--- src/rtl/acf_defines.svh ---
/*
 Opcodes, subcommands, record layout, power timing, host register map.
 Assumes inclusion by bare name from files that need the figures.
*/
`ifndef ACF_DEFINES_SVH
`define ACF_DEFINES_SVH

`define ACF_CLK_MHZ 25
`define ACF_PARTIAL_US 10
`define ACF_SLUMBER_MS 10
`define ACF_DEVSLP_EXIT_MS 20
`define ACF_IDLE_CYC 12'h0800
`define ACF_READ_THRESH 8'hC8

`define ACF_PM_NONE 2'h0
`define ACF_PM_SLUMBER 2'h2

`define ACF_OP_FUA_DMA 8'h3D
`define ACF_OP_FUA_MUL 8'hCE
`define ACF_OP_VFY 8'h40
`define ACF_OP_VFY_EXT 8'h42
`define ACF_OP_SMART 8'hB0
`define ACF_OP_UNLOCK 8'hF2
`define ACF_OPS_TRUST 8'h5C, 8'h5D, 8'h5E, 8'h5F
`define ACF_OPS_WR 8'h30, 8'h34, 8'hCA, 8'h35, 8'hC5, 8'h39, 8'h61
`define ACF_OPS_RD 8'h20, 8'h24, 8'hC8, 8'h25, 8'hC4, 8'h29, 8'h60
`define ACF_OPS_MISC 8'hE5, 8'h06, 8'h92, 8'h90, 8'hE7, 8'hEA, 8'hEC, 8'hE3, 8'hE1, \
   8'h91, 8'hE4, 8'h2F, 8'h47, 8'h10, 8'hF6, 8'hF3, 8'hF4, 8'hF5, 8'hF1, 8'h70, 8'hEF, \
   8'hC6, 8'hE6, 8'hE2, 8'hE0, 8'hE8, 8'h3F, 8'h57, 8'h45

`define ACF_SM_RDATA 8'hD0
`define ACF_SM_RTHR 8'hD1
`define ACF_SM_ASAVE 8'hD2
`define ACF_SM_OFFL 8'hD4
`define ACF_SM_RLOG 8'hD5
`define ACF_SM_WLOG 8'hD6
`define ACF_SM_EN 8'hD8
`define ACF_SM_DIS 8'hD9
`define ACF_SM_STAT 8'hDA

`define ACF_ATTR_NUM 3'h5
`define ACF_REC_LAST 4'hB
`define ACF_ID_INIT_BAD 8'hA5
`define ACF_ID_LATER_BAD 8'hA6
`define ACF_ID_MAX_ERASE 8'hA3
`define ACF_ID_AVG_ERASE 8'hA4
`define ACF_ID_PON_HOURS 8'h09
`define ACF_ID_PWR_CYC 8'h0C
`define ACF_ATTR_FLAGS 16'h0003
`define ACF_ATTR_VALUE 8'h64
`define ACF_ATTR_THR 8'h0A
`define ACF_SMART_OK 32'h0000_0001

`define ACF_REG_CMD 8'h00
`define ACF_REG_LBA 8'h04
`define ACF_REG_DATA 8'h08
`define ACF_REG_KEY 8'h0C
`define ACF_REG_PM 8'h10
`define ACF_REG_STAT 8'h14
`define ACF_REG_RDATA 8'h18
`define ACF_RESP_OK 2'h0
`define ACF_RESP_ERR 2'h2

`endif

--- src/rtl/acf_pkg.sv ---
/*
 Types for the ATA front end; only the power state type is shared by both ends.
 Assumes nothing.
*/
package acf_pkg;
   typedef enum logic [2:0] {ACF_ACTIVE, ACF_PARTIAL, ACF_SLUMBER, ACF_DEVSLP, ACF_WAKE} acf_pwr_t;
   typedef enum logic [2:0] {ACF_IDLE, ACF_EXEC, ACF_MEDIA, ACF_COMMIT, ACF_SMART} acf_cst_t;
   typedef enum logic [3:0] {ACF_C_BAD, ACF_C_MISC, ACF_C_UNLK, ACF_C_WR, ACF_C_FUA, ACF_C_RD,
      ACF_C_VFY, ACF_C_TRUST, ACF_C_SMART} acf_cls_t;
endpackage

--- src/rtl/acf_if.sv ---
/*
 Link between the host controller and the drive front end.
 Assumes both ends share aclk; devslp is a pin and is synchronised by the drive.
*/
`timescale 1ns/1ps
interface acf_if;
   import acf_pkg::*;
   logic cmd_we;
   logic [7:0] op;
   logic [7:0] feat;
   logic [15:0] lba;
   logic [31:0] wd;
   logic wpar;
   logic [31:0] key;
   logic rack;
   logic [1:0] pm_req;
   logic wake;
   logic devslp;
   logic busy;
   logic done;
   logic err;
   logic rdv;
   logic [31:0] rdd;
   acf_pwr_t pwr;
   logic dev_pm;
   modport dev (input cmd_we, op, feat, lba, wd, wpar, key, rack, pm_req, wake, devslp,
      output busy, done, err, rdv, rdd, pwr, dev_pm);
   modport host (output cmd_we, op, feat, lba, wd, wpar, key, rack, pm_req, wake, devslp,
      input busy, done, err, rdv, rdd, pwr, dev_pm);
endinterface

--- src/rtl/acf_device.sv ---
/*
 Drive end: opcode decode, monitoring records, link power, security.
 Assumes media logic answers media_ack / media_committed on aclk.
*/
// The address map and the AXI4-Lite register port are this design's own decisions.
// Contract
// - Opcode write last, starts execution
// - Forced-unit-access writes finish after commit
// - Verify reads internally, returns no data
// - Trusted opcodes only in encrypting builds
// - Opcode B0h returns monitoring data
// - Decode all monitoring subcommand codes
// - Attribute record byte layout, raw LSB first
// - Six required attributes reported
// - Active state: link fully up
// - Partial resumes under 10 us
// - Slumber resumes under 10 ms
// - Auto-slumber moves partial to slumber
// - Host or device may request low power
// - Sleep pin forces deepest sleep
// - Sleep powers link down; host bounds
// - Sleep exit within 20 ms
// - Count block reads, refresh at threshold
// - Path error reported before media write
// - Locked until correct password
// - Range access needs the range key
// - One 256-bit key both directions
// - Host writes staged to single-bit cells
`timescale 1ns/1ps
`include "acf_defines.svh"
module acf_device
   import acf_pkg::*;
#(
   parameter int SLUMBER_CYC = `ACF_SLUMBER_MS * 1000 * `ACF_CLK_MHZ,
   parameter int DEVSLP_EXIT_CYC = `ACF_DEVSLP_EXIT_MS * 1000 * `ACF_CLK_MHZ
)(
   input wire logic aclk,
   input wire logic aresetn,
   acf_if.dev bus,
   input wire logic se_fitted,
   input wire logic auto_slumber_en,
   input wire logic dipm_en,
   input wire logic [31:0] password,
   input wire logic [31:0] range_key,
   input wire logic [255:0] cipher_key,
   input wire logic [15:0] init_bad,
   input wire logic [15:0] later_bad,
   input wire logic [15:0] max_erase,
   input wire logic [15:0] avg_erase,
   input wire logic [15:0] on_hours,
   input wire logic [15:0] pwr_cycles,
   input wire logic media_ack,
   input wire logic [31:0] media_rdata,
   input wire logic media_committed,
   output logic media_we,
   output logic media_re,
   output logic media_slc,
   output logic [15:0] media_addr,
   output logic [31:0] media_wdata,
   output logic refresh_req,
   output logic [2:0] refresh_blk,
   output logic link_off
);
   localparam int PARTIAL_CYC = `ACF_PARTIAL_US * `ACF_CLK_MHZ;

   typedef struct packed {
      acf_pwr_t pst;
      acf_cst_t cst;
      logic [7:0] op;
      logic [7:0] feat;
      logic [15:0] lba;
      logic [31:0] wd;
      logic [31:0] key;
      logic perr;
      logic [19:0] tmr;
      logic [11:0] idle;
      logic [1:0] slp;
      logic busy;
      logic done;
      logic err;
      logic rdv;
      logic [31:0] rdd;
      logic dpm;
      logic lock;
      logic sm_en;
      logic asave;
      logic thr;
      logic [2:0] ai;
      logic [3:0] bi;
      logic [7:0][7:0] rcnt;
      logic rf;
      logic [2:0] rfb;
      logic mwe;
      logic mre;
      logic slc;
      logic rdir;
      logic [15:0] maddr;
      logic [31:0] mwd;
      logic off;
   } acf_dev_st_t;

   acf_dev_st_t q;
   acf_dev_st_t n;
   logic [31:0] kx [9];
   logic [7:0] rcn;

   // Key folded to the data width; same fold both ways keeps it symmetric
   assign kx[0] = '0;
   genvar g;
   for (g = 0; g < 8; g++)
   begin : g_fold
      assign kx[g + 1] = kx[g] ^ cipher_key[g * 32 +: 32];
   end

   function automatic acf_cls_t decode(input logic [7:0] op, input logic sef);
      case (op)
         `ACF_OPS_MISC: decode = ACF_C_MISC;
         `ACF_OP_UNLOCK: decode = ACF_C_UNLK;
         `ACF_OPS_WR: decode = ACF_C_WR;
         `ACF_OP_FUA_DMA, `ACF_OP_FUA_MUL: decode = ACF_C_FUA;
         `ACF_OPS_RD: decode = ACF_C_RD;
         `ACF_OP_VFY, `ACF_OP_VFY_EXT: decode = ACF_C_VFY;
         `ACF_OPS_TRUST: decode = sef ? ACF_C_TRUST : ACF_C_BAD;
         `ACF_OP_SMART: decode = ACF_C_SMART;
         default: decode = ACF_C_BAD;
      endcase
   endfunction

   function automatic logic [7:0] rec_byte(input logic [2:0] ai, input logic [3:0] bi,
      input logic thr, input logic [15:0] raw);
      logic [7:0] id;
      logic [15:0] fl;
      fl = `ACF_ATTR_FLAGS;
      case (ai)
         3'h0: id = `ACF_ID_INIT_BAD;
         3'h1: id = `ACF_ID_LATER_BAD;
         3'h2: id = `ACF_ID_MAX_ERASE;
         3'h3: id = `ACF_ID_AVG_ERASE;
         3'h4: id = `ACF_ID_PON_HOURS;
         default: id = `ACF_ID_PWR_CYC;
      endcase
      case (bi)
         4'h0: rec_byte = id;
         4'h1: rec_byte = thr ? `ACF_ATTR_THR : fl[7:0];
         4'h2: rec_byte = thr ? 8'h00 : fl[15:8];
         4'h3, 4'h4: rec_byte = thr ? 8'h00 : `ACF_ATTR_VALUE;
         4'h5: rec_byte = thr ? 8'h00 : raw[7:0];
         4'h6: rec_byte = thr ? 8'h00 : raw[15:8];
         default: rec_byte = 8'h00;
      endcase
   endfunction

   always_comb
   begin
      acf_cls_t cls;
      logic bad_acc;
      logic [95:0] raws;
      cls = decode(q.op, se_fitted);
      bad_acc = (se_fitted && q.lock) || (q.lba[15] && q.key != range_key);
      raws = {pwr_cycles, on_hours, avg_erase, max_erase, later_bad, init_bad};
      rcn = q.rcnt[q.lba[2:0]] + 8'h01;
      n = q;
      n.done = 1'b0;
      n.rdv = 1'b0;
      n.dpm = 1'b0;
      n.rf = 1'b0;
      n.mwe = 1'b0;
      n.mre = 1'b0;
      n.slp = {q.slp[0], bus.devslp};
      n.idle = q.busy ? '0 : (q.idle == `ACF_IDLE_CYC ? q.idle : q.idle + 12'h001);
      case (q.pst)
         ACF_ACTIVE:
         begin
            if (q.slp[1])
               n.pst = ACF_DEVSLP;
            else if (!q.busy && !bus.cmd_we && bus.pm_req != `ACF_PM_NONE)
            begin
               n.pst = (bus.pm_req == `ACF_PM_SLUMBER) ? ACF_SLUMBER : ACF_PARTIAL;
               n.idle = '0;
            end
            else if (!q.busy && !bus.cmd_we && dipm_en && q.idle == `ACF_IDLE_CYC)
            begin
               n.dpm = 1'b1;
               n.pst = ACF_PARTIAL;
               n.idle = '0;
            end
         end
         ACF_PARTIAL:
         begin
            if (q.slp[1])
               n.pst = ACF_DEVSLP;
            else if (bus.wake)
            begin
               n.pst = ACF_WAKE;
               n.tmr = 20'(PARTIAL_CYC - 2);
            end
            else if (auto_slumber_en && q.idle == `ACF_IDLE_CYC)
               n.pst = ACF_SLUMBER;
         end
         ACF_SLUMBER:
         begin
            if (q.slp[1])
               n.pst = ACF_DEVSLP;
            else if (bus.wake)
            begin
               n.pst = ACF_WAKE;
               n.tmr = 20'(SLUMBER_CYC - 2);
            end
         end
         ACF_DEVSLP:
         begin
            if (!q.slp[1])
            begin
               n.pst = ACF_WAKE;
               n.tmr = 20'(DEVSLP_EXIT_CYC - 2);
            end
         end
         ACF_WAKE:
         begin
            if (q.slp[1])
               n.pst = ACF_DEVSLP;
            else if (q.tmr == '0)
               n.pst = ACF_ACTIVE;
            else
               n.tmr = q.tmr - 20'h0_0001;
         end
         default: n.pst = ACF_ACTIVE;
      endcase
      n.off = (n.pst == ACF_DEVSLP);
      case (q.cst)
         ACF_IDLE:
         begin
            if (bus.cmd_we)
            begin
               n.op = bus.op;
               n.feat = bus.feat;
               n.lba = bus.lba;
               n.wd = bus.wd;
               n.key = bus.key;
               n.perr = (^bus.wd) != bus.wpar;
               n.busy = q.pst == ACF_ACTIVE;
               n.cst = (q.pst == ACF_ACTIVE) ? ACF_EXEC : ACF_IDLE;
               n.done = q.pst != ACF_ACTIVE;
               n.err = q.pst != ACF_ACTIVE;
            end
         end
         ACF_EXEC:
         begin
            n.cst = ACF_IDLE;
            n.busy = 1'b0;
            n.done = 1'b1;
            n.err = 1'b0;
            case (cls)
               ACF_C_BAD: n.err = 1'b1;
               ACF_C_UNLK:
               begin
                  n.err = se_fitted && q.key != password;
                  n.lock = q.lock && n.err;
               end
               ACF_C_WR, ACF_C_FUA:
               begin
                  if (bad_acc || q.perr)
                     n.err = 1'b1;
                  else
                  begin
                     n.mwe = 1'b1;
                     n.slc = 1'b1;
                     n.maddr = q.lba;
                     n.mwd = q.wd ^ kx[8];
                     if (cls == ACF_C_FUA)
                     begin
                        n.cst = ACF_COMMIT;
                        n.busy = 1'b1;
                        n.done = 1'b0;
                     end
                  end
               end
               ACF_C_RD, ACF_C_VFY:
               begin
                  if (bad_acc)
                     n.err = 1'b1;
                  else
                  begin
                     n.mre = 1'b1;
                     n.maddr = q.lba;
                     n.rdir = cls == ACF_C_RD;
                     n.cst = ACF_MEDIA;
                     n.busy = 1'b1;
                     n.done = 1'b0;
                  end
               end
               ACF_C_SMART:
               begin
                  if (q.feat != `ACF_SM_EN && !q.sm_en)
                     n.err = 1'b1;
                  else
                     case (q.feat)
                        `ACF_SM_EN: n.sm_en = 1'b1;
                        `ACF_SM_DIS: n.sm_en = 1'b0;
                        `ACF_SM_ASAVE: n.asave = q.lba[0];
                        `ACF_SM_OFFL, `ACF_SM_RLOG, `ACF_SM_WLOG: n.err = 1'b0;
                        `ACF_SM_STAT:
                        begin
                           n.rdv = 1'b1;
                           n.rdd = `ACF_SMART_OK;
                        end
                        `ACF_SM_RDATA, `ACF_SM_RTHR:
                        begin
                           n.thr = q.feat == `ACF_SM_RTHR;
                           n.ai = '0;
                           n.bi = '0;
                           n.rdv = 1'b1;
                           n.rdd = {24'h00_0000, rec_byte(3'h0, 4'h0, n.thr, raws[15:0])};
                           n.cst = ACF_SMART;
                           n.busy = 1'b1;
                           n.done = 1'b0;
                        end
                        default: n.err = 1'b1;
                     endcase
               end
               default: n.err = 1'b0;
            endcase
         end
         ACF_MEDIA:
         begin
            if (media_ack)
            begin
               n.rdv = q.rdir;
               n.rdd = q.rdir ? media_rdata ^ kx[8] : q.rdd;
               n.rf = rcn == `ACF_READ_THRESH;
               n.rfb = q.lba[2:0];
               n.rcnt[q.lba[2:0]] = n.rf ? 8'h00 : rcn;
               n.cst = ACF_IDLE;
               n.busy = 1'b0;
               n.done = 1'b1;
            end
         end
         ACF_COMMIT:
         begin
            if (media_committed)
            begin
               n.cst = ACF_IDLE;
               n.busy = 1'b0;
               n.done = 1'b1;
            end
         end
         ACF_SMART:
         begin
            if (bus.rack)
            begin
               if (q.ai == `ACF_ATTR_NUM && q.bi == `ACF_REC_LAST)
               begin
                  n.cst = ACF_IDLE;
                  n.busy = 1'b0;
                  n.done = 1'b1;
               end
               else
               begin
                  n.ai = (q.bi == `ACF_REC_LAST) ? q.ai + 3'h1 : q.ai;
                  n.bi = (q.bi == `ACF_REC_LAST) ? 4'h0 : q.bi + 4'h1;
                  n.rdv = 1'b1;
                  n.rdd = {24'h00_0000, rec_byte(n.ai, n.bi, q.thr, raws[n.ai * 16 +: 16])};
               end
            end
         end
         default: n.cst = ACF_IDLE;
      endcase
   end

   always_ff @(posedge aclk)
   begin
      if (!aresetn)
      begin
         q <= '0;
         q.lock <= 1'b1;
      end
      else
         q <= n;
   end

   assign bus.busy = q.busy;
   assign bus.done = q.done;
   assign bus.err = q.err;
   assign bus.rdv = q.rdv;
   assign bus.rdd = q.rdd;
   assign bus.pwr = q.pst;
   assign bus.dev_pm = q.dpm;
   assign media_we = q.mwe;
   assign media_re = q.mre;
   assign media_slc = q.slc;
   assign media_addr = q.maddr;
   assign media_wdata = q.mwd;
   assign refresh_req = q.rf;
   assign refresh_blk = q.rfb;
   assign link_off = q.off;
endmodule // acf_device

--- src/flat_wrapper.sv ---
// flat-port wrapper written by rule: the top's interface ports become plain ports
module acf_device_flat import acf_pkg::*;
#(
   parameter int SLUMBER_CYC = `ACF_SLUMBER_MS * 1000 * `ACF_CLK_MHZ,
   parameter int DEVSLP_EXIT_CYC = `ACF_DEVSLP_EXIT_MS * 1000 * `ACF_CLK_MHZ
)
  (aclk, aresetn, se_fitted, auto_slumber_en, dipm_en, password, range_key, cipher_key, init_bad, later_bad, max_erase, avg_erase, on_hours, pwr_cycles, media_ack, media_rdata, media_committed, media_we, media_re, media_slc, media_addr, media_wdata, refresh_req, refresh_blk, link_off, bus_cmd_we, bus_op, bus_feat, bus_lba, bus_wd, bus_wpar, bus_key, bus_rack, bus_pm_req, bus_wake, bus_devslp, bus_busy, bus_done, bus_err, bus_rdv, bus_rdd, bus_pwr, bus_dev_pm);
  acf_if bus_i ();
  input wire logic aclk;
  input wire logic aresetn;
  input wire logic se_fitted;
  input wire logic auto_slumber_en;
  input wire logic dipm_en;
  input wire logic [31:0] password;
  input wire logic [31:0] range_key;
  input wire logic [255:0] cipher_key;
  input wire logic [15:0] init_bad;
  input wire logic [15:0] later_bad;
  input wire logic [15:0] max_erase;
  input wire logic [15:0] avg_erase;
  input wire logic [15:0] on_hours;
  input wire logic [15:0] pwr_cycles;
  input wire logic media_ack;
  input wire logic [31:0] media_rdata;
  input wire logic media_committed;
  output logic media_we;
  output logic media_re;
  output logic media_slc;
  output logic [15:0] media_addr;
  output logic [31:0] media_wdata;
  output logic refresh_req;
  output logic [2:0] refresh_blk;
  output logic link_off;
  input wire logic [$bits(bus_i.cmd_we)-1:0] bus_cmd_we;
  input wire logic [$bits(bus_i.op)-1:0] bus_op;
  input wire logic [$bits(bus_i.feat)-1:0] bus_feat;
  input wire logic [$bits(bus_i.lba)-1:0] bus_lba;
  input wire logic [$bits(bus_i.wd)-1:0] bus_wd;
  input wire logic [$bits(bus_i.wpar)-1:0] bus_wpar;
  input wire logic [$bits(bus_i.key)-1:0] bus_key;
  input wire logic [$bits(bus_i.rack)-1:0] bus_rack;
  input wire logic [$bits(bus_i.pm_req)-1:0] bus_pm_req;
  input wire logic [$bits(bus_i.wake)-1:0] bus_wake;
  input wire logic [$bits(bus_i.devslp)-1:0] bus_devslp;
  output wire logic [$bits(bus_i.busy)-1:0] bus_busy;
  output wire logic [$bits(bus_i.done)-1:0] bus_done;
  output wire logic [$bits(bus_i.err)-1:0] bus_err;
  output wire logic [$bits(bus_i.rdv)-1:0] bus_rdv;
  output wire logic [$bits(bus_i.rdd)-1:0] bus_rdd;
  output wire logic [$bits(bus_i.pwr)-1:0] bus_pwr;
  output wire logic [$bits(bus_i.dev_pm)-1:0] bus_dev_pm;
  assign bus_i.cmd_we = bus_cmd_we;
  assign bus_i.op = bus_op;
  assign bus_i.feat = bus_feat;
  assign bus_i.lba = bus_lba;
  assign bus_i.wd = bus_wd;
  assign bus_i.wpar = bus_wpar;
  assign bus_i.key = bus_key;
  assign bus_i.rack = bus_rack;
  assign bus_i.pm_req = bus_pm_req;
  assign bus_i.wake = bus_wake;
  assign bus_i.devslp = bus_devslp;
  assign bus_busy = bus_i.busy;
  assign bus_done = bus_i.done;
  assign bus_err = bus_i.err;
  assign bus_rdv = bus_i.rdv;
  assign bus_rdd = bus_i.rdd;
  assign bus_pwr = bus_i.pwr;
  assign bus_dev_pm = bus_i.dev_pm;
  acf_device #(.SLUMBER_CYC(SLUMBER_CYC), .DEVSLP_EXIT_CYC(DEVSLP_EXIT_CYC)) u_core (.aclk(aclk), .aresetn(aresetn), .bus(bus_i), .se_fitted(se_fitted), .auto_slumber_en(auto_slumber_en), .dipm_en(dipm_en), .password(password), .range_key(range_key), .cipher_key(cipher_key), .init_bad(init_bad), .later_bad(later_bad), .max_erase(max_erase), .avg_erase(avg_erase), .on_hours(on_hours), .pwr_cycles(pwr_cycles), .media_ack(media_ack), .media_rdata(media_rdata), .media_committed(media_committed), .media_we(media_we), .media_re(media_re), .media_slc(media_slc), .media_addr(media_addr), .media_wdata(media_wdata), .refresh_req(refresh_req), .refresh_blk(refresh_blk), .link_off(link_off));
endmodule
--- config.mk ---
export PLATFORM = sky130hd
export DESIGN_NAME = acf_device_flat
export DESIGN_NICKNAME = d
export VERILOG_FILES = /design/src/rtl/acf_pkg.sv /design/src/rtl/acf_if.sv /design/src/rtl/acf_device.sv /design/src/flat_wrapper.sv
export VERILOG_INCLUDE_DIRS = /design/src /design/src/rtl
export SDC_FILE = /design/constraint.sdc
export NUM_CORES = 1
export LEC_CHECK = 0
export ABC_AREA = 1
export CORE_AREA = 2 2 253 255
export DETAILED_ROUTE_END_ITERATION = 10
export DIE_AREA = 0 0 255 257
export DONT_BUFFER_PORTS = 1
export SYNTH_ARGS = -nofsm -noshare
export SYNTH_HDL_FRONTEND = slang
export SYNTH_SLANG_ARGS = --single-unit
--- constraint.sdc ---
create_clock -name aclk -period 2.7 [get_ports aclk]
set_input_delay 0 -clock aclk [delete_from_list [all_inputs] [get_ports aclk]]
set_output_delay 0 -clock aclk [all_outputs]
set_load 0.02 [all_outputs]
* After elaboration in Yosys (flattened, before gate mapping)
Cells that the tools add are included.
** Operators by class
- Multiplexer cells :: 95
- Order comparisons :: 2
- Equality and inequality tests :: 115
- Reductions and logical operators :: 62
- $add $sub $neg :: 5
- Shifts and indexed selects :: 1
- Bitwise operators :: 14
** Operators with widths (number)
- $eq A8 B8 Y1 const B :: 38
- $xor A32 B32 Y32 :: 9
- $mux W33 :: 5
- $mux W20 :: 7
- $mux W100 :: 1
- $pmux W33 S3 :: 1
- $eq A8 B7 Y1 const B :: 12
- $shiftx A96 B8 Y16 :: 1
- $eq A8 B6 Y1 const B :: 11
- $pmux W20 S4 :: 1
- $pmux W8 S5 :: 2
- $mux W12 :: 6
- $pmux W33 S2 :: 1
- $bwmux W64 :: 1
- $ne A32 B32 Y1 :: 2
- $mux W3 :: 20
- $mux W48 :: 1
- $mux W7 :: 6
- $mux W8 :: 5
- $ne A2 B2 Y1 const B :: 17
- $mux W32 :: 1
- $pmux W16 S2 :: 1
- $pmux W4 S8 :: 1
- $reduce_xor A32 Y1 :: 1
- other kinds (57) :: 143
** Word-level totals
- Bits of input ports :: 558
- Output and inout bits :: 96
- Bits in registers :: 305
- Logic and storage cells :: 333

* Logic depth before layout (Yosys ltp)
Gate-level depths: netlist of run 1.
- Depth in word-level cells :: 11
- Depth in mapped cells :: 19
- Depth with buffers taken out :: 19

* Worst setup path before layout of run 1
OpenSTA, ideal clock, no wires.
- Path type :: reg2reg
- Start point :: register u_core.q[268] (netlist name)
- End point :: register u_core.q[105] (netlist name)
- Cell stages (with the launch flop) :: 14
- Path slack :: 0.541 ns
- Data required time :: 2.630 ns
- Arrival time :: 2.090 ns
- Path through :: dfxtp_1 -> buf_2 -> or2_2 -> o211ai_1 -> nand2_1 -> inv_1 -> nand2_1 -> ha_1 -> nand3_2 -> xor2_1 -> nor2_1 -> nand3_2 -> nand2_2 -> a21oi_1
** Between the ends
- Word-level cells in the longest chain between the ends :: 6
** RTL lines
- start, declared :: line acf_device.sv:102 : acf_dev_st_t q;
- start signal, assigned :: line acf_device.sv:378 : q <= n;
- $bmux W8 S3 :: line acf_device.sv:161 : rcn = q.rcnt[q.lba[2:0]] + 8'h01;
- $mux W8 (implied by the code) :: line acf_device.sv:161
- $add A8 B1 Y8 :: line acf_device.sv:161
- $eq A8 B8 Y1 (no source line)
- $mux W8 :: line acf_device.sv:332 : n.rcnt[q.lba[2:0]] = n.rf ? 8'h00 : rcn;
- $bwmux W64 * :: line acf_device.sv:332
Every way passes the cells marked *; elsewhere a longest branch is shown, timed or not. The select of a mux whose other input is x is not followed.
A chain may end at the register's enable or synchronous reset.

* Worst setup path in the final report of run 1
- Start point :: register u_core.q[301] (netlist name)
- End point :: register u_core.q[235] (netlist name)
** Between the ends
- Word-level cells in the longest chain between the ends :: 2
** RTL lines
- $logic_not A3 Y1 :: line acf_device.sv:230 : case (q.cst)
- $reduce_and A2 Y1 (no source line)
Every way passes these cells.

==> results of run 1 <==
==> Yosys cell counts (2+ instances only) <==
cell type / count
o21a_1: 26
nor3_1: 25
nor2_1: 264
nand2_1: 522
o211ai_1: 13
o21ai_1: 2
a21oi_1: 268
xnor2_1: 239
a22oi_1: 2
or2_2: 25
xor2_1: 116
inv_1: 339
nor4_1: 4
ha_1: 11
nand3b_1: 10
nor3b_1: 3
buf_4: 86
a221oi_1: 2
o221ai_1: 2
nor2_4: 2
inv_2: 7
dfxtp_1: 305
buf_1: 4
a211oi_1: 11
nand2_2: 6
nand3_1: 120
o21ai_0: 228
nor2_2: 4
buf_2: 20
nand3_2: 3
a31oi_1: 13
clkbuf_1: 77
nand4_1: 18
nor3_2: 2
==> power groups by stage <==
stage                     logic [uW]  registers, uW  clock network, uW
after floorplan                 4090           5360                  0
after global placement          5280           5560                  0
after detailed placement        5310           5560                  0
after CTS                       5860           5470               5820
after global routing            6590           5530               6000
final                           5910           5480               5650
==> logic make-up (layout without fill, tap and decap cells) <==
| family | Yosys count | after routing | synth area share (%) |
|---|---|---|---|
| xor gates and xnor gates | 356 | 356 | 16.5 |
| and+or+nand+nor | 1011 | 1012 | 22.3 |
| DFF | 305 | 305 | 32.1 |
| other | 0 | 7 | 0 |
| buffers and inverters | 534 | 691 | 12.4 |
| adders and majority gates | 11 | 11 | 0.725 |
| AOI/OAI and AO/OA | 572 | 572 | 16.0 |
==> final timing paths <==
path                            end  slack [ns]  cells past startpoint
setup / recovery      u_core.q[235]        0.14                      8
hold reg to reg       u_core.q[278]        0.45                      2
hold / removal    u_core.bus.rdd[7]        0.03                      8
setup reg to reg      u_core.q[235]        0.14                      8
==> sequential cells by signal, summed over array words and instances (netlist names) <==
signal,count
u_core.bus.rdd,32
u_core.media_wdata,32
u_core.q,208
u_core.bus.busy,1
u_core.bus.rdv,1
u_core.media_slc,1
u_core.media_we,1
u_core.bus.err,1
u_core.media_addr,16
u_core.n,1
u_core.refresh_req,1
u_core.bus.dev_pm,1
u_core.refresh_blk,3
u_core.media_re,1
u_core.link_off,1
u_core.bus.pwr,3
u_core.bus.done,1
==> layout by cell type (no fill, tap or decap), types with 41 or more instances in the layout <==
master | Yosys | routed
nand2_1 | 522 | 518
inv_1 | 339 | 339
dfxtp_1 | 305 | 305
a21oi_1 | 268 | 268
nor2_1 | 264 | 263
xnor2_1 | 239 | 239
o21ai_0 | 228 | 227
dlygate4sd3_1 | 0 | 215
nand3_1 | 120 | 118
xor2_1 | 116 | 115
buf_4 | 86 | 49
clkbuf_16 | 0 | 41
==> area by class of cell <==
cell class | instances | area, um2 | share of cell area [%]
inverters | 347 | 1310 | 5.64
diodes | 7 | 17.5 | 0.0756
well taps | 846 | 1060 | 4.57
multi-input cells | 1951 | 10600 | 45.7
repair buffers | 273 | 2700 | 11.6
clock buffers | 55 | 1180 | 5.08
clock inverters | 16 | 216 | 0.934
flip-flops and latches | 305 | 6110 | 26.3
==> metrics by stage <==
stage,area [um2],setup TNS [ns]
floorplan,19000,0
global placement,19500,0
detailed placement,19500,0
CTS,23100,0
global route,23200,-0.108
finish,23200,0
==> critical path, cell delays in order, from the launching register on <==
cell	delay, ns
dfxtp_1	0.35
nor2_1	0.14
inv_1	0.10
nor2_4	0.19
nand2_4	0.18
o21ai_0	0.25
dlygate4sd3_1	0.61
a21oi_1	0.05
dlygate4sd3_1	0.56
==> what timing repair did <==
| action | CTS | global route |
|---|---|---|
| endpoints found under the hold margin | 265 | 0 |
| resized for setup | 0 | 10 |
| endpoints found under the setup margin | 0 | 39 |
| hold buffers | 216 | 0 |
==> metal layers <==
layer	wire, um	global-route usage (%)	share of wire, %	vias up
li1	-	-	-	9028
met1	28600	24.4	40	8218
met2	33300	34.9	47	669
met3	5450	5.07	7.7	125
met4	3390	9.36	4.8	12
met5	79	0	0.11	-
==> key figures, run 1 <==
Status
  • Status: completed

Yosys
  • Syn Nets: 3,358
  • Ys async rst share: 0%
  • Yosys cell types: 44
  • Top cell type's share of synthesized area: 32.1%
  • Sequential cell area fraction in the yosys report: 32.1%
  • Gate Count Post-Synth: 2,789
  • Synthesis Warnings: 0
  • Mapped cell area: 0.0190 mm2
  • Number of flops mapped to enable cells by yosys: 0
  • Main synth FF type: dfxtp_1
  • Cell taking the most area after synthesis: dfxtp_1
  • #FFs+latches synth: 305
  • Syn Area/Cell: 6.81 um2
  • Synth area leaders: dfxtp_1 32%, xnor2_1 11%, nand2_1 10%

Clock tree
  • H-tree levels: 2
  • TritonCTS clock tree: built
  • CTS root buf: clkbuf_16
  • Setup bufs post-CTS: 0
  • Clock buffer depth: 3
  • CTS sink cnt: 305
  • Reg clk slew, reported paths: 0.06 ns
  • Clock latency at the later pin of the worst-skew pair: 0.55 ns
  • Inserted Clock Buffers: 39

Place
  • Hpwl dp: 53,800 um
  • Routability congestion estimate: 0.988
  • Number of cells after detailed placement: 3,505
  • Port bufs: 0
  • Pre-CTS setup slack: 0.216 ns

Timing
  • Slew Viols, Final: 0
  • Worst slew pin tran: 0.853 ns
  • Final setup viols: 0
  • Minimum clock period: 2.56 ns
  • Worst hold margin: 0.0278 ns
  • Setup ws final: 0.142 ns
  • Post-Route Skew: 0.0200 ns
  • Highest clock rate: 391 MHz
  • Final period util: 94.7%
  • Fin. Hold Viols: 0
  • RSZ-0062 raised after global routing: true
  • Slew headroom: 43.1%

Routing
  • Vias after detailed routing: 18,100
  • Drt pass-1 iters: 5
  • Final wirelength: 70,800 um
  • Via density: 4.75
  • Routed length per instance: 18.6 um
  • Antenna Nets Post-Route: 0
  • First DRT Iteration DRCs: 1,217
  • # DRC: 0

GRT
  • Global route total overflow: 0
  • Vias in the first global route: 17,200
  • Initial antenna violation count: 13
  • GRT Total Usage: 20.6%
  • Pin count of the biggest net entering global routing: 177
  • First-pass GRT wire length: 103,000 um

Power
  • Register share of total power: 32.1%
  • Overall power: 17,000 uW
  • Leak: 0.00939 uW
  • Sw frac: 36.4%
  • Int Pwr: 10,800 uW
  • PwrDens: 735 mW/mm2
  • P_sw: 6200 uW
  • Worst vdd ir: 437 uV
  • Comb pwr share: 34.7%
  • Clock power frac: 33.2%

Critical path
  • Worst Setup End Kind: flop
  • CP max FO: 11
  • Critical path class: reg2reg
  • Worst R2R Start: u_core.q[301]
  • Crit. Startpoint: u_core.q[301]
  • Critical Path RT: 3.12 ns
  • CP Launch Type: flop
  • CP Data Arrival Time: 2.98 ns

Floorplan
  • Initial Utilization: 30.3%
  • Die Y: 257 um
  • Die area: 0.0655 mm2
  • Core footprint: 0.0627 mm2
  • Row count: 92
  • Io pins: 654
  • Die width: 255 um

Min path
  • Hold Path Class: in2reg
  • Min-delay src: on_hours[15]

Cells and area
  • Final std cells w/o fill: 3,800
  • Net count reported at finish: 3,486
  • Fillcell total: 6,598
  • Syn-to-layout area delta: 22.1%
  • Core Util, Final: 37.0%
  • Fraction of layout cells with a size suffix above 1: 6.31%

Job
  • Max Cap Viol: 0
(Power assumes the default switching activity.)
==> inputs of run 2 (changes only) <==
- HOLD_SLACK_MARGIN: unset -> 0.03
- RECOVER_POWER: unset -> 50
==> run 2 against run 1 <==
  * Cell count rose by 0.58%
  * Non-clock buffer count increased by 23
  * Worst hold slack better by 0.041 ns
  * Utilization is 0.27 points higher
  * Combinational power barely moved
  * Register-to-register slack better by 0.02 ns
  * Setup slack better by 0.023 ns
  * Die area unchanged
  * Flip-flop and latch count is the same
  * Sequential share of layout area down 0.19 points
  * Largest power group unchanged
==> key figures, run 2 (synthesized netlist as in run 1, its figures left out) <==
Floorplan
  • Core footprint: 0.0627 mm2 (unchanged)
  • Die area: 0.0655 mm2 (unchanged)
  • Initial Utilization: 30.3% (unchanged)
  • Row count: 92 (unchanged)
  • Io pins: 654 (unchanged)
  • Die Y: 257 um (unchanged)
  • Die width: 255 um (unchanged)

GRT
  • Initial antenna violation count: 13 (unchanged)
  • Global route total overflow: 0 (unchanged)
  • First-pass GRT wire length: 103,000 um (+0.54%)
  • Pin count of the biggest net entering global routing: 177 (unchanged)
  • GRT Total Usage: 20.7% (+0.10 points)
  • Vias in the first global route: 17,400 (+1.1%)

Power
  • Clock power frac: 33.2% (about the same)
  • Register share of total power: 32.1% (about the same)
  • Worst vdd ir: 438 uV (+0.19%)
  • Comb pwr share: 34.8% (about the same)
  • Int Pwr: 10,900 uW (+0.18%)
  • Sw frac: 36.4% (about the same)
  • P_sw: 6210 uW (+0.26%)
  • Leak: 0.00943 uW (+0.48%)
  • PwrDens: 731 mW/mm2 (-0.52%)

Cells and area
  • Net count reported at finish: 3,509 (+0.66%)
  • Largest register FFs: 208 (unchanged)
  • Design Area, Final: 0.0234 mm2 (+0.73%)
  • Syn-to-layout area delta: 23.0%
  • Largest register by flop count: u_core.q
  • Fraction of layout cells with a size suffix above 1: 5.99% (-0.32 points)
  • Commonest non-fill, non-tap cell in the layout: nand2_1
  • Most frequent cells in the layout: 519 x nand2_1, 338 x inv_1, 305 x dfxtp_1, 268 x a21oi_1, 263 x nor2_1
  • Core Util, Final: 37.2% (+0.27 points)
  • Fillcell total: 6,580 (-0.27%)

Min path
  • Hold Path Class: in2reg
  • WHS Path Cells: 10 (+2)
  • Hold Crit Endpoint: u_core.bus.rdd[3]
  • Min-delay src: later_bad[3]

Job
  • Max Cap Viol: 0 (unchanged)

Place
  • Routability congestion estimate: 0.988 (unchanged)
  • Placed Area: 0.0195 mm2 (unchanged)
  • Port bufs: 0 (unchanged)
  • Hpwl dp: 53,800 um (unchanged)

Clock tree
  • Clock latency at the later pin of the worst-skew pair: 0.55 ns (about the same)
  • TritonCTS clock tree: built
  • H-tree levels: 2 (unchanged)
  • Inserted Clock Buffers: 39 (unchanged)
  • CTS sink cnt: 305 (unchanged)
  • Clock buffer depth: 3 (unchanged)
  • CTS root buf: clkbuf_16
  • Reg clk slew, reported paths: 0.06 ns (about the same)

Timing
  • Fin. Hold Viols: 0 (unchanged)
  • Slew Viols, Final: 0 (unchanged)
  • Minimum clock period: 2.54 ns (-0.0227 ns)
  • Worst slew pin tran: 1.30 ns (+0.444 ns)
  • Post-Route Skew: 0.0208 ns (+0.000745 ns)
  • RSZ-0062 raised after global routing: true
  • Final setup viols: 0 (unchanged)
  • Final period util: 93.9% (-0.84 points)
  • Worst hold margin: 0.0693 ns (+0.0414 ns)
  • Slew headroom: 13.6% (-30 points)
  • Highest clock rate: 394 MHz (+0.89%)
  • Final setup TNS: 0 ns (unchanged)

Status
  • Status: completed

Routing
  • Antenna Nets Post-Route: 0 (unchanged)
  • Via density: 4.77 (+0.34%)
  • First DRT Iteration DRCs: 1,281 (+5.3%)
  • Drt pass-1 iters: 7 (+2)
  • Final wirelength: 71,100 um (+0.49%)
  • Vias after detailed routing: 18,200 (+0.93%)
  • # DRC: 0 (unchanged)
  • Routed length per instance: 18.6 um (about the same)

Critical path
  • Worst Setup End Kind: flop
  • Critical path class: reg2reg
  • R2r setup slk: 0.16 ns (+0.02 ns)
  • Critical Path RT: 3.13 ns (about the same)
  • Crit. Startpoint: u_core.q[301]
  • CP max FO: 11 (unchanged)
  • CP Launch Type: flop
  • Register-to-Register Path Depth: 8 (unchanged)
  • Reg2Reg Capture Point: u_core.q[235]
  • Worst R2R Start: u_core.q[301]
  • CP Data Arrival Time: 2.96 ns (-0.02 ns)
-- run 2: through the flow --
step	instances	total power, uW	worst slack, ns
5_1_grt	3820	18200	-0.0223
2_1_floorplan	2789	9450	0.541
6_report	3822	17100	0.165
4_1_cts	3815	17200	0.176
3_5_place_dp	3505	10900	0.216
3_3_place_gp	3505	10800	0.194
-- run 2: layout make-up --
cell class                 instances  area (um2)  area share [%]
clock inverter                    16         216           0.927
sequential                       305        6110            26.1
antenna                            6        15.0          0.0643
inverter                         347        1310            5.62
tap                              846        1060            4.53
clock buffer                      55        1180            5.05
multi-input combinational       1951       10600            45.4
timing repair buffer             296        2870            12.3
-- run 2: worst max-delay path by stage --
stage | end | slack, ns | cells after the start
6_report | u_core.q[235] | 0.16 | 8
5_1_grt | u_core.q[79] | -0.02 | 17
4_1_cts | u_core.bus.rdd[0] | 0.18 | 13
3_5_place_dp | u_core.bus.rdd[0] | 0.22 | 13
3_3_place_gp | u_core.bus.rdd[0] | 0.19 | 13
2_1_floorplan | u_core.q[105] | 0.54 | 13
-- run 2: what timing repair did --
action,in CTS,in global routing
endpoints found under the hold margin,273,0
setup endpoints to repair,0,39
setup buffers,0,0
hold buffers,239,0
gates resized for setup,0,11
-- run 2: metal layers --
| layer | part of all wire (%) | wire [um] | GRT usage, % |
|---|---|---|---|
| met5 | 0.11 | 79 | 0 |
| met2 | 47 | 33700 | 35.3 |
| met1 | 40 | 28500 | 24.4 |
| met4 | 4.7 | 3330 | 9.47 |
| met3 | 7.8 | 5520 | 5.02 |
-- run 2: power by group through the flow --
stage | Clock, uW | Sequential (uW) | Combinational [uW]
after CTS | 5820 | 5470 | 5930
after global placement | 0 | 5560 | 5280
after detailed placement | 0 | 5560 | 5310
final | 5660 | 5480 | 5940
after global routing | 6000 | 5530 | 6630
after floorplan | 0 | 5360 | 4090
-- run 2: worst max-delay path, cell delays in order, from the launching register on --
cell and delay [ns]:
dfxtp_1 0.35, nor2_1 0.14, inv_1 0.10, nor2_4 0.19, nand2_4 0.17, o21ai_0 0.25
dlygate4sd3_1 0.61, a21oi_1 0.05, dlygate4sd3_1 0.56
==> inputs of run 3 (changes only) <==
- REMOVE_ABC_BUFFERS: unset -> 1
==> run 3 against run 2 <==
  * Count of clock-buffer cells in the layout is 8 lower
  * Global-route usage is essentially flat
  * Worst hold slack worse by 0.0086 ns
  * Critical path type unchanged
  * Die area is the same
  * Cell count is 1.7% higher
  * Flip-flop and latch count stayed put
  * Sequential share of layout area decreased by 0.77 points
  * Wire length down 0.19%
  * Combinational power rose by 3%
==> key figures, run 3 (synthesized netlist as in run 1, its figures left out) <==
Clock tree
  • Clock buffer depth: 3 (unchanged)
  • H-tree levels: 2 (unchanged)
  • CTS root buf: clkbuf_16
  • CTS sink cnt: 305 (unchanged)
  • Clock latency at the later pin of the worst-skew pair: 0.58 ns (+0.03 ns)
  • Reg clk slew, reported paths: 0.06 ns (about the same)
  • TritonCTS clock tree: built
  • Inserted Clock Buffers: 39 (unchanged)

Critical path
  • Worst setup path endpoint: u_core.q[261]
  • CP Data Arrival Time: 3.06 ns (+0.10 ns)
  • CP most frequent cell: dlygate4sd3_1
  • Crit-path cells: nor2_1, inv_1, nor2_2, nand2_4, buf_16, o21ai_0, dlygate4sd3_1, a21oi_1, dlygate4sd3_1
  • Reg2Reg Capture Point: u_core.q[261]
  • CP max FO: 68 (+57)
  • Crit. Startpoint: u_core.q[300]
  • CP peak stage delay: 0.58 ns (-0.03 ns)
  • CP Launch Type: flop
  • Critical path class: reg2reg
  • Worst R2R Start: u_core.q[300]
  • Register-to-Register Path Depth: 9 (+1)
  • Critical Path RT: 3.15 ns (+0.02 ns)
  • CP max stage cell: dlygate4sd3_1
  • R2r setup slk: 0.09 ns (-0.08 ns)
  • Worst Setup End Kind: flop

GRT
  • Pin count of the biggest net entering global routing: 176 (-0.56%)
  • GRT Total Usage: 20.7% (about the same)
  • Vias in the first global route: 18,100 (+3.9%)
  • Met3 Use GR: 5.98% (+0.96 points)
  • GRT met1 Usage: 22.8% (-1.6 points)
  • GR met2 Demand/Resource: 35.2% (-0.060 points)
  • Initial antenna violation count: 15 (+2)
  • First-pass GRT wire length: 104,000 um (+0.79%)
  • Global route hottest layer: met2
  • Global route total overflow: 0 (unchanged)

Routing
  • Routed length per instance: 18.3 um (-1.9%)
  • Final wirelength: 71,000 um (-0.19%)
  • Drt pass-1 iters: 5 (-2)
  • Via density: 4.78 (+0.35%)
  • Antenna Nets Post-Route: 0 (unchanged)
  • First DRT Iteration DRCs: 1,019 (-20%)
  • Vias after detailed routing: 18,600 (+2.1%)
  • # DRC: 0 (unchanged)

Cells and area
  • Net count reported at finish: 3,570 (+1.7%)
  • Design Area, Final: 0.0241 mm2 (+3.1%)
  • Largest register FFs: 208 (unchanged)
  • Syn-to-layout area delta: 26.8%
  • Largest register by flop count: u_core.q
  • Most frequent cells in the layout: 515 x nand2_1, 337 x inv_1, 302 x dfxtp_1, 300 x dlygate4sd3_1, 268 x a21oi_1
  • Commonest non-fill, non-tap cell in the layout: nand2_1
  • Fraction of layout cells with a size suffix above 1: 6.37% (+0.38 points)

Place
  • Placed Area: 0.0195 mm2 (-0.20%)
  • Routability congestion estimate: 0.956 (-3.3%)
  • Port bufs: 0 (unchanged)
  • Hpwl dp: 50,800 um (-5.5%)

Timing
  • Post-Route Skew: 0.0430 ns (+0.0222 ns)
  • Final period util: 96.8% (+2.9 points)
  • Final setup viols: 0 (unchanged)
  • RSZ-0062 raised after global routing: true
  • Final setup TNS: 0 ns (unchanged)
  • Highest clock rate: 383 MHz (-3.0%)
  • Worst slew pin tran: 0.852 ns (-0.445 ns)
  • Minimum clock period: 2.61 ns (+0.0785 ns)
  • Fin. Hold Viols: 0 (unchanged)
  • Slew Viols, Final: 0 (unchanged)
  • Slew headroom: 43.1% (+30 points)

Status
  • Status: completed

Floorplan
  • Core footprint: 0.0627 mm2 (unchanged)
  • Die width: 255 um (unchanged)
  • Die area: 0.0655 mm2 (unchanged)
  • Io pins: 654 (unchanged)
  • Initial Utilization: 30.3% (unchanged)
  • Row count: 92 (unchanged)
  • Die Y: 257 um (unchanged)

Power
  • Leak: 0.00978 uW (+3.7%)
  • PwrDens: 723 mW/mm2 (-1.2%)
  • Worst vdd ir: 476 uV (+8.7%)

Min path
  • Hold Path Class: in2reg

Job
  • Max Cap Viol: 0 (unchanged)
==> run 3: metal layers <==
metal | share of wire [%] | routed length [um] | vias up
met5 | 0.025 | 18 | -
met4 | 5.9 | 4170 | 4
met3 | 8.4 | 5950 | 200
met2 | 47 | 33300 | 774
met1 | 39 | 27500 | 8426
li1 | - | - | 9190
==> run 3: metrics by stage <==
step | worst slack (ns) | total power [uW] | utilization (%) | cells | hold slack [ns]
detailed placement | 0.211 | 10800 | 31.1 | 3501 | 0.106
finish | 0.0863 | 17400 | 38.4 | 3887 | 0.0606
CTS | 0.0517 | 17400 | 38.2 | 3872 | 0.0320
global route | -0.0336 | 18500 | 38.4 | 3887 | 0.0780
global placement | 0.279 | 10800 | 31.1 | 3501 | 0.0998
floorplan | -1.82 | 9250 | - | 2602 | 0.0687
==> run 3: critical path: cells and delay by family (launching register included) <==
family,cells,cell delay (ns)
buffers and inverters,4,1.46
AO/OA/AOI/OAI,2,0.24
flip-flops,1,0.33
AND/OR/NAND/NOR,3,0.41
==> run 3: repair_timing <==
action                                  CTS  global route
resized for setup                         0            24
endpoints found under the hold margin   293             0
endpoints found under the setup margin    0            61
setup buffers                             0             3
hold buffers                            301             0
==> run 3: area by class of cell <==
cell class / count / area, um2
fill: 6497 / 38700
multi-input combinational: 1950 / 10600
clock buffer: 47 / 1070
inverter: 347 / 1320
sequential: 305 / 6110
antenna: 11 / 27.5
timing repair inverter: 1 / 5.00
clock inverter: 23 / 354
timing repair buffer: 357 / 3550
tap: 846 / 1060
==> run 3: worst min path at each step <==
stage                          startpoint                endpoint  slack [ns]  cells past startpoint
after floorplan                   aresetn           u_core.q[131]        0.07                      1
after global placement         bus_devslp           u_core.n[170]         0.1                      2
after detailed placement       bus_devslp           u_core.n[170]        0.11                      2
after CTS                    max_erase[7]       u_core.bus.rdd[7]        0.03                      9
after global routing      cipher_key[207]  u_core.media_wdata[15]        0.08                      4
final                      media_rdata[2]       u_core.bus.rdd[2]        0.06                      7
==> run 3: where the power goes <==
group | internal [uW] | total (uW) | switching, uW | leakage (uW)
Clock | 3600 | 5820 | 2220 | 0.000698
Combinational | 2490 | 6110 | 3620 | 0.00660
Sequential | 4990 | 5470 | 482 | 0.00249
